**src/rss_pkg.sv**
```systemverilog
// constants, states and carriers shared by the reset source sequencer.
// assumes a single system clock and an AXI4-Lite register bus.
package rss_pkg;
    localparam int ADDR_W = 8;
    localparam int DATA_W = 32;

    localparam logic [7:0] CONTROL_OFFSET = 8'h00;
    localparam logic [7:0] STATUS_OFFSET = 8'h04;
    localparam logic [7:0] FLAGS_OFFSET = 8'h08;

    // control register fields
    localparam int CTRL_BROWNOUT_BIT = 0;
    localparam int CTRL_T1REQ_BIT = 1;
    localparam int CTRL_T1EN_BIT = 2;
    localparam int CTRL_ITREQ_BIT = 3;
    localparam int CTRL_OTHER_LSB = 4;
    localparam int CTRL_OTHER_MSB = 7;
    // status register fields
    localparam int STAT_STATE_LSB = 0;
    localparam int STAT_STATE_MSB = 3;
    localparam int STAT_CAUSE_LSB = 4;
    localparam int STAT_CAUSE_MSB = 7;
    localparam int STAT_RETAIN_BIT = 8;
    // flags register fields
    localparam int FLAG_SP_LSB = 0;
    localparam int FLAG_SP_MSB = 3;
    localparam int FLAG_EXTINT_BIT = 4;
    localparam int FLAG_BIT_LSB = 8;
    localparam int FLAG_BIT_MSB = 15;

    localparam logic [3:0] SP_INIT = 4'h5;
    localparam logic [7:0] MODULO_INIT = 8'hFF;
    localparam logic [7:0] COUNT_INIT = 8'h00;
    localparam logic [7:0] BIT_WDT_INIT = 8'h40;
    localparam logic [3:0] OTHER_INIT = 4'h0;
    localparam logic [11:0] START_ADDR = 12'h000;
    localparam logic [31:0] ZERO_WORD = 32'h0000_0000;

    // stability wait: timer 1 counts 256 ticks of system clock / 512
    localparam int WAIT_PRESCALE = 512;
    localparam int WAIT_TICKS = 256;
    localparam int WAIT_CYCLES_DEFAULT = WAIT_PRESCALE * WAIT_TICKS;
    localparam int WAIT_CNT_W = 18;

    localparam logic [1:0] RESP_OKAY = 2'h0;
    localparam logic [1:0] RESP_SLVERR = 2'h2;

    typedef enum logic [3:0] {
        SEQ_RUN = 4'h1,
        SEQ_HOLD = 4'h2,
        SEQ_WAIT = 4'h4,
        SEQ_INIT = 4'h8
    } rss_state_type;

    typedef struct packed {
        logic stack;
        logic watchdog;
        logic supply;
        logic pin;
    } rss_cause_type;

    typedef struct packed {
        logic [3:0] stackDepthPointer;
        logic timer1RequestFlag;
        logic timer1EnableFlag;
        logic intervalTimerRequestFlag;
        logic extIntFlag;
        logic [3:0] otherControl;
    } rss_ctrl_type;

    typedef struct packed {
        logic [7:0] timer0Modulo;
        logic [7:0] timer1Modulo;
        logic [7:0] timer0Count;
        logic [7:0] timer1Count;
        logic [7:0] basicIntervalTimer;
    } rss_timer_type;
endpackage

```
**src/rss_reset_source_sequencer.sv**
```systemverilog
// reset source collection and start-up sequencing for a small controller.
// assumes synchronous cause inputs and an AXI4-Lite master on the bus.
// Overview of operation
// - four causes: reset pin, supply detect, watchdog overflow, stack fault.
// - pin release starts the clock, then timer 1 stability wait.
// - wait ends after 512 times 256 system clock cycles.
// - supply reset behaves like pin reset, including the wait.
// - watchdog and stack resets skip the stability wait.
// - watchdog or stack reset loads initial state, then fetches at 0000H.
// - pin or supply reset starts at 0000H after the wait.
// - oscillator stopped while reset is asserted.
// - power-on detection asserts reset.
// - supply drop detection asserts reset.
// - hard reset: pointer 5H, timer-1 flags set, interval flag clear.
// - soft reset: pointer 5H, interrupt flag follows pin, rest kept.
// - hard reset in standby keeps data memory and shift registers.
// - modulo FFH, timer 0 cleared; timer 1 cleared on hard reset.
// - watchdog reset loads 40H into the interval timer counter.
// - supply drop reset only while brownout enable is set.
// - stop with operand 0000B enters the post-reset state.
module rss_reset_source_sequencer import rss_pkg::*; #(
    parameter int unsigned WAIT_CYCLES = WAIT_CYCLES_DEFAULT
) (
    input wire logic clock,
    input wire logic sys_rst,
    input wire logic extResetN,
    input wire logic powerOnDetect,
    input wire logic powerDropDetect,
    input wire logic watchdogOverflow,
    input wire logic stackFault,
    input wire logic intPin,
    input wire logic standbyMode,
    input wire logic stopZeroExec,
    input wire logic [ADDR_W-1:0] s_axi_awaddr,
    input wire logic s_axi_awvalid,
    output logic s_axi_awready,
    input wire logic [DATA_W-1:0] s_axi_wdata,
    input wire logic [3:0] s_axi_wstrb,
    input wire logic s_axi_wvalid,
    output logic s_axi_wready,
    output logic [1:0] s_axi_bresp,
    output logic s_axi_bvalid,
    input wire logic s_axi_bready,
    input wire logic [ADDR_W-1:0] s_axi_araddr,
    input wire logic s_axi_arvalid,
    output logic s_axi_arready,
    output logic [DATA_W-1:0] s_axi_rdata,
    output logic [1:0] s_axi_rresp,
    output logic s_axi_rvalid,
    input wire logic s_axi_rready,
    output logic coreReset,
    output logic oscStop,
    output logic fetchEnable,
    output logic [11:0] fetchAddr,
    output logic retainData,
    output rss_ctrl_type ctrlFlags,
    output rss_timer_type timerInit
);
    rss_state_type state;
    rss_cause_type causeNow;
    rss_cause_type causeSeen;
    logic brownoutEnable;
    logic stopLatched;
    logic hardNow;
    logic anyNow;
    logic resetReq;
    logic hardSeen;
    logic standbyAtEntry;
    logic waitDone;
    logic awHave;
    logic wHave;
    logic [ADDR_W-1:0] awAddrQ;
    logic [DATA_W-1:0] wDataQ;
    logic [3:0] wStrbQ;
    logic [ADDR_W-1:0] wrAddr;
    logic [DATA_W-1:0] wrData;
    logic wrLane0;
    logic doWrite;
    logic wrControl;
    logic wrStatus;
    logic [2:0] wrSel;

    // one-hot select: bit 0 control, 1 status, 2 flags; zero is unmapped
    function automatic logic [2:0] regSelect(input logic [ADDR_W-1:0] a);
        logic [2:0] sel;
        sel = 3'h0;
        if (a == CONTROL_OFFSET) begin
            sel = 3'h1;
        end else if (a == STATUS_OFFSET) begin
            sel = 3'h2;
        end else if (a == FLAGS_OFFSET) begin
            sel = 3'h4;
        end
        return sel;
    endfunction

    // cause collection
    always_comb begin
        causeNow.pin = !extResetN;
        causeNow.supply = powerOnDetect
            || (powerDropDetect && brownoutEnable);
        causeNow.watchdog = watchdogOverflow;
        causeNow.stack = stackFault;
    end
    assign hardNow = causeNow.pin || causeNow.supply || stopLatched;
    assign anyNow = hardNow || causeNow.watchdog || causeNow.stack;

    // release only after the merged cause has been low for a full clock
    always_ff @(posedge clock or posedge sys_rst) begin
        if (sys_rst) begin
            resetReq <= 1'b1;
        end else begin
            resetReq <= anyNow;
        end
    end

    // stop 0000B holds reset until a pin or supply reset arrives
    always_ff @(posedge clock or posedge sys_rst) begin
        if (sys_rst) begin
            stopLatched <= 1'b0;
        end else if (state == SEQ_RUN && stopZeroExec) begin
            stopLatched <= 1'b1;
        end else if (causeNow.pin || causeNow.supply) begin
            stopLatched <= 1'b0;
        end
    end

    rss_stability_timer #(
        .WAIT_CYCLES(WAIT_CYCLES)
    ) u_wait (
        .clock(clock),
        .sys_rst(sys_rst),
        .run(state == SEQ_WAIT),
        .done(waitDone)
    );

    // sequencer; sys_rst is treated as a power-on reset
    always_ff @(posedge clock or posedge sys_rst) begin
        if (sys_rst) begin
            state <= SEQ_HOLD;
        end else begin
            case (state)
                SEQ_RUN: begin
                    if (anyNow) begin
                        state <= SEQ_HOLD;
                    end
                end
                SEQ_HOLD: begin
                    if (!anyNow && !resetReq) begin
                        state <= hardSeen ? SEQ_WAIT : SEQ_INIT;
                    end
                end
                SEQ_WAIT: begin
                    if (anyNow) begin
                        state <= SEQ_HOLD;
                    end else if (waitDone) begin
                        state <= SEQ_INIT;
                    end
                end
                SEQ_INIT: begin
                    state <= anyNow ? SEQ_HOLD : SEQ_RUN;
                end
                default: begin
                    state <= SEQ_HOLD;
                end
            endcase
        end
    end

    assign coreReset = (state == SEQ_HOLD);
    assign oscStop = (state == SEQ_HOLD);

    always_ff @(posedge clock or posedge sys_rst) begin
        if (sys_rst) begin
            hardSeen <= 1'b1;
        end else if (state != SEQ_HOLD) begin
            hardSeen <= hardNow;
        end else if (hardNow) begin
            hardSeen <= 1'b1;
        end
    end

    // standby level is caught while running, before reset freezes it
    always_ff @(posedge clock or posedge sys_rst) begin
        if (sys_rst) begin
            standbyAtEntry <= 1'b0;
            retainData <= 1'b0;
        end else begin
            if (state == SEQ_RUN) begin
                standbyAtEntry <= standbyMode;
            end
            retainData <= (state == SEQ_HOLD)
                && (hardSeen || hardNow) && standbyAtEntry;
        end
    end

    always_ff @(posedge clock or posedge sys_rst) begin
        if (sys_rst) begin
            fetchEnable <= 1'b0;
            fetchAddr <= START_ADDR;
        end else begin
            fetchEnable <= (state == SEQ_INIT || state == SEQ_RUN)
                && !anyNow;
            if (state == SEQ_INIT) begin
                fetchAddr <= START_ADDR;
            end
        end
    end

    // control flags: reset values win over software writes
    always_ff @(posedge clock or posedge sys_rst) begin
        if (sys_rst) begin
            ctrlFlags.stackDepthPointer <= SP_INIT;
            ctrlFlags.timer1RequestFlag <= 1'b1;
            ctrlFlags.timer1EnableFlag <= 1'b1;
            ctrlFlags.intervalTimerRequestFlag <= 1'b0;
            ctrlFlags.extIntFlag <= 1'b0;
            ctrlFlags.otherControl <= OTHER_INIT;
        end else begin
            ctrlFlags.extIntFlag <= intPin;
            if (state == SEQ_HOLD) begin
                ctrlFlags.stackDepthPointer <= SP_INIT;
                if (hardNow || hardSeen) begin
                    ctrlFlags.timer1RequestFlag <= 1'b1;
                    ctrlFlags.timer1EnableFlag <= 1'b1;
                    ctrlFlags.intervalTimerRequestFlag <= 1'b0;
                    ctrlFlags.otherControl <= OTHER_INIT;
                end
            end else if (wrControl) begin
                ctrlFlags.timer1RequestFlag <= wrData[CTRL_T1REQ_BIT];
                ctrlFlags.timer1EnableFlag <= wrData[CTRL_T1EN_BIT];
                ctrlFlags.intervalTimerRequestFlag <= wrData[CTRL_ITREQ_BIT];
                ctrlFlags.otherControl <=
                    wrData[CTRL_OTHER_MSB:CTRL_OTHER_LSB];
            end
        end
    end

    // peripheral initial values, presented while reset is held
    always_ff @(posedge clock or posedge sys_rst) begin
        if (sys_rst) begin
            timerInit.timer0Modulo <= MODULO_INIT;
            timerInit.timer1Modulo <= MODULO_INIT;
            timerInit.timer0Count <= COUNT_INIT;
            timerInit.timer1Count <= COUNT_INIT;
            timerInit.basicIntervalTimer <= COUNT_INIT;
        end else begin
            if (state == SEQ_HOLD) begin
                timerInit.timer0Modulo <= MODULO_INIT;
                timerInit.timer1Modulo <= MODULO_INIT;
                timerInit.timer0Count <= COUNT_INIT;
                if (hardNow || hardSeen) begin
                    timerInit.timer1Count <= COUNT_INIT;
                end
            end
            // a one-cycle overflow is gone by the time HOLD is entered
            if (causeNow.watchdog) begin
                timerInit.basicIntervalTimer <= BIT_WDT_INIT;
            end
        end
    end

    // sticky cause record; a new cause wins over a write-one clear
    always_ff @(posedge clock or posedge sys_rst) begin
        if (sys_rst) begin
            causeSeen <= '0;
        end else begin
            causeSeen <= causeNow | (causeSeen & ~(wrStatus
                ? rss_cause_type'(wrData[STAT_CAUSE_MSB:STAT_CAUSE_LSB])
                : rss_cause_type'(4'h0)));
        end
    end

    always_ff @(posedge clock or posedge sys_rst) begin
        if (sys_rst) begin
            brownoutEnable <= 1'b0;
        end else if (wrControl) begin
            brownoutEnable <= wrData[CTRL_BROWNOUT_BIT];
        end
    end

    // write channel: address and data accepted in either order
    assign s_axi_awready = !awHave && !s_axi_bvalid;
    assign s_axi_wready = !wHave && !s_axi_bvalid;
    assign wrAddr = awHave ? awAddrQ : s_axi_awaddr;
    assign wrData = wHave ? wDataQ : s_axi_wdata;
    assign wrLane0 = wHave ? wStrbQ[0] : s_axi_wstrb[0];
    assign doWrite = !s_axi_bvalid && (awHave || s_axi_awvalid)
        && (wHave || s_axi_wvalid);
    assign wrSel = regSelect(wrAddr);
    assign wrControl = doWrite && wrLane0 && wrSel[0];
    assign wrStatus = doWrite && wrLane0 && wrSel[1];

    always_ff @(posedge clock or posedge sys_rst) begin
        if (sys_rst) begin
            awHave <= 1'b0;
            wHave <= 1'b0;
            awAddrQ <= '0;
            wDataQ <= ZERO_WORD;
            wStrbQ <= 4'h0;
            s_axi_bvalid <= 1'b0;
            s_axi_bresp <= RESP_OKAY;
        end else if (doWrite) begin
            awHave <= 1'b0;
            wHave <= 1'b0;
            s_axi_bvalid <= 1'b1;
            s_axi_bresp <= (wrSel == 3'h0)
                ? RESP_SLVERR : RESP_OKAY;
        end else begin
            if (s_axi_awvalid && s_axi_awready) begin
                awHave <= 1'b1;
                awAddrQ <= s_axi_awaddr;
            end
            if (s_axi_wvalid && s_axi_wready) begin
                wHave <= 1'b1;
                wDataQ <= s_axi_wdata;
                wStrbQ <= s_axi_wstrb;
            end
            if (s_axi_bready) begin
                s_axi_bvalid <= 1'b0;
            end
        end
    end

    // read channel
    assign s_axi_arready = !s_axi_rvalid;

    always_ff @(posedge clock or posedge sys_rst) begin
        if (sys_rst) begin
            s_axi_rvalid <= 1'b0;
            s_axi_rdata <= ZERO_WORD;
            s_axi_rresp <= RESP_OKAY;
        end else if (s_axi_arvalid && s_axi_arready) begin
            s_axi_rvalid <= 1'b1;
            s_axi_rresp <= RESP_OKAY;
            s_axi_rdata <= ZERO_WORD;
            case (regSelect(s_axi_araddr))
                3'h1: begin
                    s_axi_rdata[CTRL_BROWNOUT_BIT] <= brownoutEnable;
                    s_axi_rdata[CTRL_T1REQ_BIT] <= ctrlFlags.timer1RequestFlag;
                    s_axi_rdata[CTRL_T1EN_BIT] <= ctrlFlags.timer1EnableFlag;
                    s_axi_rdata[CTRL_ITREQ_BIT] <=
                        ctrlFlags.intervalTimerRequestFlag;
                    s_axi_rdata[CTRL_OTHER_MSB:CTRL_OTHER_LSB] <=
                        ctrlFlags.otherControl;
                end
                3'h2: begin
                    s_axi_rdata[STAT_STATE_MSB:STAT_STATE_LSB] <= state;
                    s_axi_rdata[STAT_CAUSE_MSB:STAT_CAUSE_LSB] <= causeSeen;
                    s_axi_rdata[STAT_RETAIN_BIT] <= retainData;
                end
                3'h4: begin
                    s_axi_rdata[FLAG_SP_MSB:FLAG_SP_LSB] <=
                        ctrlFlags.stackDepthPointer;
                    s_axi_rdata[FLAG_EXTINT_BIT] <= ctrlFlags.extIntFlag;
                    s_axi_rdata[FLAG_BIT_MSB:FLAG_BIT_LSB] <=
                        timerInit.basicIntervalTimer;
                end
                default: begin
                    s_axi_rresp <= RESP_SLVERR;
                end
            endcase
        end else if (s_axi_rready) begin
            s_axi_rvalid <= 1'b0;
        end
    end
endmodule

```
**src/rss_stability_timer.sv**
```systemverilog
// oscillation stability wait counter for the reset sequencer.
// assumes run stays high for the whole wait; dropping it restarts the count.
module rss_stability_timer import rss_pkg::*; #(
    parameter int unsigned WAIT_CYCLES = WAIT_CYCLES_DEFAULT
) (
    input wire logic clock,
    input wire logic sys_rst,
    input wire logic run,
    output logic done
);
    localparam logic [WAIT_CNT_W-1:0] LAST =
        WAIT_CNT_W'(WAIT_CYCLES - 1);

    logic [WAIT_CNT_W-1:0] count;

    always_ff @(posedge clock or posedge sys_rst) begin
        if (sys_rst) begin
            count <= '0;
        end else if (!run || done) begin
            count <= '0;
        end else begin
            count <= count + 1'b1;
        end
    end

    assign done = run && (count == LAST);
endmodule

```
**config.mk**
```make
export PLATFORM = sky130hd
export DESIGN_NAME = rss_reset_source_sequencer
export DESIGN_NICKNAME = d
export VERILOG_FILES = /design/src/rss_pkg.sv /design/src/rss_reset_source_sequencer.sv /design/src/rss_stability_timer.sv
export SDC_FILE = /design/constraint.sdc
export NUM_CORES = 1
export LEC_CHECK = 0
export BUFFER_PORTS_ARGS = -buffer_cell sky130_fd_sc_hd__buf_2
export CAP_MARGIN = 20
export CORE_AREA = 4 4 95 97
export DETAILED_ROUTE_END_ITERATION = 8
export DIE_AREA = 0 0 99 101
export GPL_TIMING_DRIVEN = 0
export PLACE_DENSITY = 0.92
export RECOVER_POWER = 50
export SYNTH_ARGS = -nofsm -noshare
export SYNTH_HDL_FRONTEND = slang
export SYNTH_SLANG_ARGS = --single-unit
```
**constraint.sdc**
```tcl
create_clock -name clock -period 3.8 [get_ports clock]
set_clock_uncertainty 0.05 [all_clocks]
set_input_delay 0.76 -clock clock [delete_from_list [all_inputs] [get_ports clock]]
set_output_delay 0.76 -clock clock [all_outputs]
set_load 0.01 [all_outputs]
```
---- Word-level counts from Yosys, hierarchy flattened ----
Index checks and enable logic that the tools add are counted.
storage, ports and cells
  bits in registers ....................... 83
  input bits .............................. 67
operators by class
  reductions and logical operators ........ 50
  equal/unequal tests ..................... 17
  bitwise logic cells ..................... 4
  muxes and demuxes ....................... 43
  add/subtract/negate cells ............... 1
operators by type and width
  kind                                                                count
  4-bit two-way mux                                                   9
  3-bit two-way mux                                                   10
  18-bit by 1-bit adder with 18-bit output (second input constant)    1
  18-bit by 17-bit == test with 1-bit output (second input constant)  1
  18-bit two-way mux                                                  1
  1-bit logical AND                                                   17
  8-bit by 3-bit == test with 1-bit output (second input constant)    2
  8-bit by 4-bit == test with 1-bit output (second input constant)    2
  8-bit logical NOT                                                   2
  8-bit two-way mux                                                   2
  4-bit one-hot mux with 4 select lines                               1
  5-bit one-hot mux with 3 select lines                               1
  1-bit two-way mux                                                   14
  2-bit nonzero test                                                  7
  1-bit logical OR                                                    10
  1-bit logical NOT                                                   8
  2-bit two-way mux                                                   3
  6-bit two-way mux                                                   1
  3-bit one-hot mux with 2 select lines                               1
  2-bit AND reduction                                                 3
  4-bit bitwise AND                                                   1
  4-bit by 1-bit == test with 1-bit output (second input constant)    1
  4-bit by 2-bit == test with 1-bit output (second input constant)    1
  4-bit by 3-bit == test with 1-bit output (second input constant)    1
  14 further kinds                                                    15

---- Depth between registers and ports, before layout ----
  depth after elaboration ................. 10
  gate-level depth with buffers ........... 8
  mapped depth without buffers ............ 6

---- Modules after synthesis ----
A second synthesis with hierarchy kept.
second synthesis, totals
  cells, all modules ...................... 406
  area, all modules ....................... 4,164.0 um2
modules (own cells, without submodules)
  module                      sequential area each (um2)  area each (um2)  cells an instance  instances
  rss_reset_source_sequencer  1,432.6                     3,260.6          313                1
  rss_stability_timer         450.4                       903.4            93                 1

---- Worst setup path after synthesis ----
OpenSTA, ideal clock, no wires.
  path type ............................... register -> output
  start point ............................. register state[1]
  end point ............................... output port oscStop
  arrival ................................. 1,427 ps
  slack ................................... 1,563 ps
  cell stages (with the launch flop) ...... 5
  path buffers ............................ 1
  cell sequence ........................... dfstp_2 -> or3b_1 -> or2_1 -> inv_2 -> buf_4
on the way
  longest elaborated chain between the ends .. 1
RTL lines
  element                                   RTL line                           RTL
  from (decl)                               rss_reset_source_sequencer.sv:59   rss_state_type state;
  from (signal assigned)                    rss_reset_source_sequencer.sv:150  state <= hardSeen ? SEQ_WAIT : SEQ_INIT;
  from (signal assigned)                    rss_reset_source_sequencer.sv:161  state <= anyNow ? SEQ_HOLD : SEQ_RUN;
  4-bit by 2-bit == test with 1-bit output  --
  to (decl)                                 rss_reset_source_sequencer.sv:52   output logic oscStop,
Every way passes these cells.

---- Final worst setup path ----
  start point ............................. register state[1]
  end point ............................... output port oscStop
on the way
  longest elaborated chain between the ends .. 1
RTL lines
  element                                   RTL line                           RTL
  4-bit by 2-bit == test with 1-bit output  rss_reset_source_sequencer.sv:171  assign oscStop = (state == SEQ_HOLD);
Every way passes these cells.

==> flow_metrics.py <==
metrics = {
    "timing": {
        "relSlewSlack": 0.290,
        "rsz0062_at_grt": "no",
        "worstMarginPinSlew_ns": 1.06,
        "setup_slack_ns": 1.01,
        "finalSetupViolations": 0,
        "fmax_mhz": 359,
        "period_minus_slack_ns": 2.79,
        "drv_slew": 0,
        "final.setup.tns_ns": 0,
        "hold_viol": 0,
        "worst_hold_slack_ns": 0.423,
        "min_period_over_period": 0.733,
    },
    "min_path": {
        "hold_class": "flip-flop to flip-flop",
    },
    "finish": {
        "finalNonFillerCells": 655,
        "layout_common_cells": "buf_4, conb_1, dfrtp_1",
        "postLayoutCoreUtil": 0.614,
        "diodes": 0,
        "stdcell_area_sq_um": 5000,
        "drive_gt1_frac": 0.358,
        "syn2layout_area_growth_pct": 24.0,
        "nets": 613,
        "final_common_cell": "buf_4",
    },
    "worst_setup_path": {
        "crit_path_max_fanout": 7,
        "end_kind": "primary output",
        "start_kind": "flip-flop",
        "cp.arrival_ns": 1.98,
        "critPathKind": "flip-flop to primary output",
        "required_ns": 2.99,
    },
    "route": {
        "routed_wl_microns": 8960,
        "vias": 3047,
        "viasPerCell": 4.65,
        "drtIter0Drc": 131,
        "first_pass_iters": 4,
        "ant_nets": 0,
        "wire_per_inst_microns": 13.7,
        "post-route-drc-count": 0,
    },
    "synth": {
        "ys.flop_type": "dfrtp_1",
        "synth-warning-count": 0,
        "netlist_area_sq_um": 4030,
        "ys_ff_latch": 75,
        "synth.area.top_cells": "dfrtp_1, buf_4, mux2_2, mux2i_1, dfstp_2",
        "synth_area_leader_cell": "dfrtp_1",
        "ys_seq_area_frac": 0.467,
        "async_flop_share": 1.00,
        "synth_area_per_cell_sq_um": 10.3,
        "syn_inst": 390,
        "synth.distinct_cells": 54,
        "synth-edff-count": 0,
        "synth_top_area_share": 0.435,
    },
    "placement": {
        "dpl.cell_count": 639,
        "preCtsSetupSlack_ns": 1.19,
        "dp_hpwl_microns": 7110,
        "place_area_sq_um": 4790,
        "io_buffers": 67,
        "place_congestion": 0.787,
    },
    "clock_network": {
        "path_clk_slew_ns": 0.08,
        "h-tree-depth": 3,
        "cts_resized": 0,
        "cts_buffer_depth": 2,
        "cts_tree": "built",
        "cts_root_buffer": "clkbuf_8",
        "cts_setup_buffers": 0,
        "holdBufCountCts": 0,
        "cts.sinks": 75,
        "insertion_delay_ns": 0.35,
        "cts_buffers": 9,
    },
    "floorplan": {
        "dieWidth_microns": 99,
        "pin_count": 176,
        "start_util": 0.495,
        "coreArea_sq_um": 8130,
        "dieArea_sq_um": 10000,
        "die_y_microns": 101,
        "num_rows": 33,
    },
    "grt": {
        "grt.total_usage": 0.176,
        "grt_pass1_vias": 2954,
        "grt_start_max_net_pins": 76,
        "antenna_found_initial": 0,
        "overflow": 0,
        "grt_first_pass_wirelength_microns": 14100,
    },
    "power": {
        "fin_total_pwr_mw": 2.16,
        "leakagePower_nw": 2.52,
        "peakVddDrop_mv": 0.308,
        "p_per_area_nw_per_um2": 432,
    },
    "status": {
        "status": "finished, final reports clean",
    },
    "job": {
        "maxCapViolCount": 0,
    },
}
-- critical path: stages, from the launching register on --
cell and delay, ns:
dfstp_2 0.58, or3b_1 0.37, or2_1 0.30, inv_2 0.14
buf_4 0.12, buf_2 0.11
-- cell usage after synthesis, types with 2 or more instances --
cell type,n
a21o_1,4
a21oi_1,9
a22oi_1,3
a31oi_1,2
and4_1,2
buf_2,3
buf_4,80
clkbuf_1,4
conb_1,2
dfrtp_1,70
dfstp_2,5
inv_1,12
mux2_2,19
mux2i_1,20
nand2_1,32
nand2b_1,2
nand3_1,3
nand3b_1,3
nand4_1,5
nor2_1,32
nor2b_1,2
nor3_1,5
nor3b_1,2
nor4_1,8
o21ai_0,15
o31ai_1,2
o41ai_1,2
xnor2_1,8
xor2_1,9
-- final cells by class --
class | count | area (sq um)
multi-input combinational | 291 | 1750
tap | 105 | 131
fill | 659 | 3140
sequential | 75 | 1880
inverter | 13 | 51.3
clock inverter | 4 | 47.5
timing repair buffer | 67 | 332
clock buffer | 12 | 165
buffer | 88 | 641
-- layer usage --
metal  up-vias  part of all wire  global-route usage
met5         -                 0                   0
met4         0             0.023              0.0767
met3        15             0.089              0.0457
met2       132              0.49               0.295
met1      1420              0.40               0.216
li1       1480                 -                   -
-- logic make-up after synthesis --
group,count (synthesis),share of synthesized area
and+or+nand+nor,110,0.141
buffers and inverters,101,0.171
other,2,0.00186
DFF,75,0.467
xor gates and xnor gates,17,0.0369
adders and majority gates,1,0.00310
AOI/OAI and AO/OA,45,0.0758
muxes,39,0.103
-- worst paths after layout --
kind,startpoint,end,slack [ns],cells past startpoint
worst min-delay path,s_axi_rdata[14],s_axi_rdata[14],0.42,1
worst max-delay path,state[1],oscStop,1.01,5
min in group asynchronous,sys_rst,s_axi_bresp[1],0.54,2
worst min register to register,s_axi_rdata[14],s_axi_rdata[14],0.42,1
max in group asynchronous,sys_rst,state[2],2.56,2
worst max register to register,u_wait.count[0],u_wait.count[5],1.48,8
-- registers in the layout (all words and copies together) (netlist names), 4 cells and up --
signal / count
causeSeen: 4
ctrlFlags: 8
awAddrQ: 8
s_axi_rdata: 10
wDataQ: 8
state: 4
u_wait.count: 18
-- where the power goes --
part,leakage (nW),internal (mW),total (mW),switching [mW]
logic,1.47,0.260,0.523,0.263
registers,0.943,0.916,0.987,0.0713
clock network,0.108,0.355,0.649,0.294
total,2.52,1.53,2.16,0.629
Power figures use the tool's default switching activity.
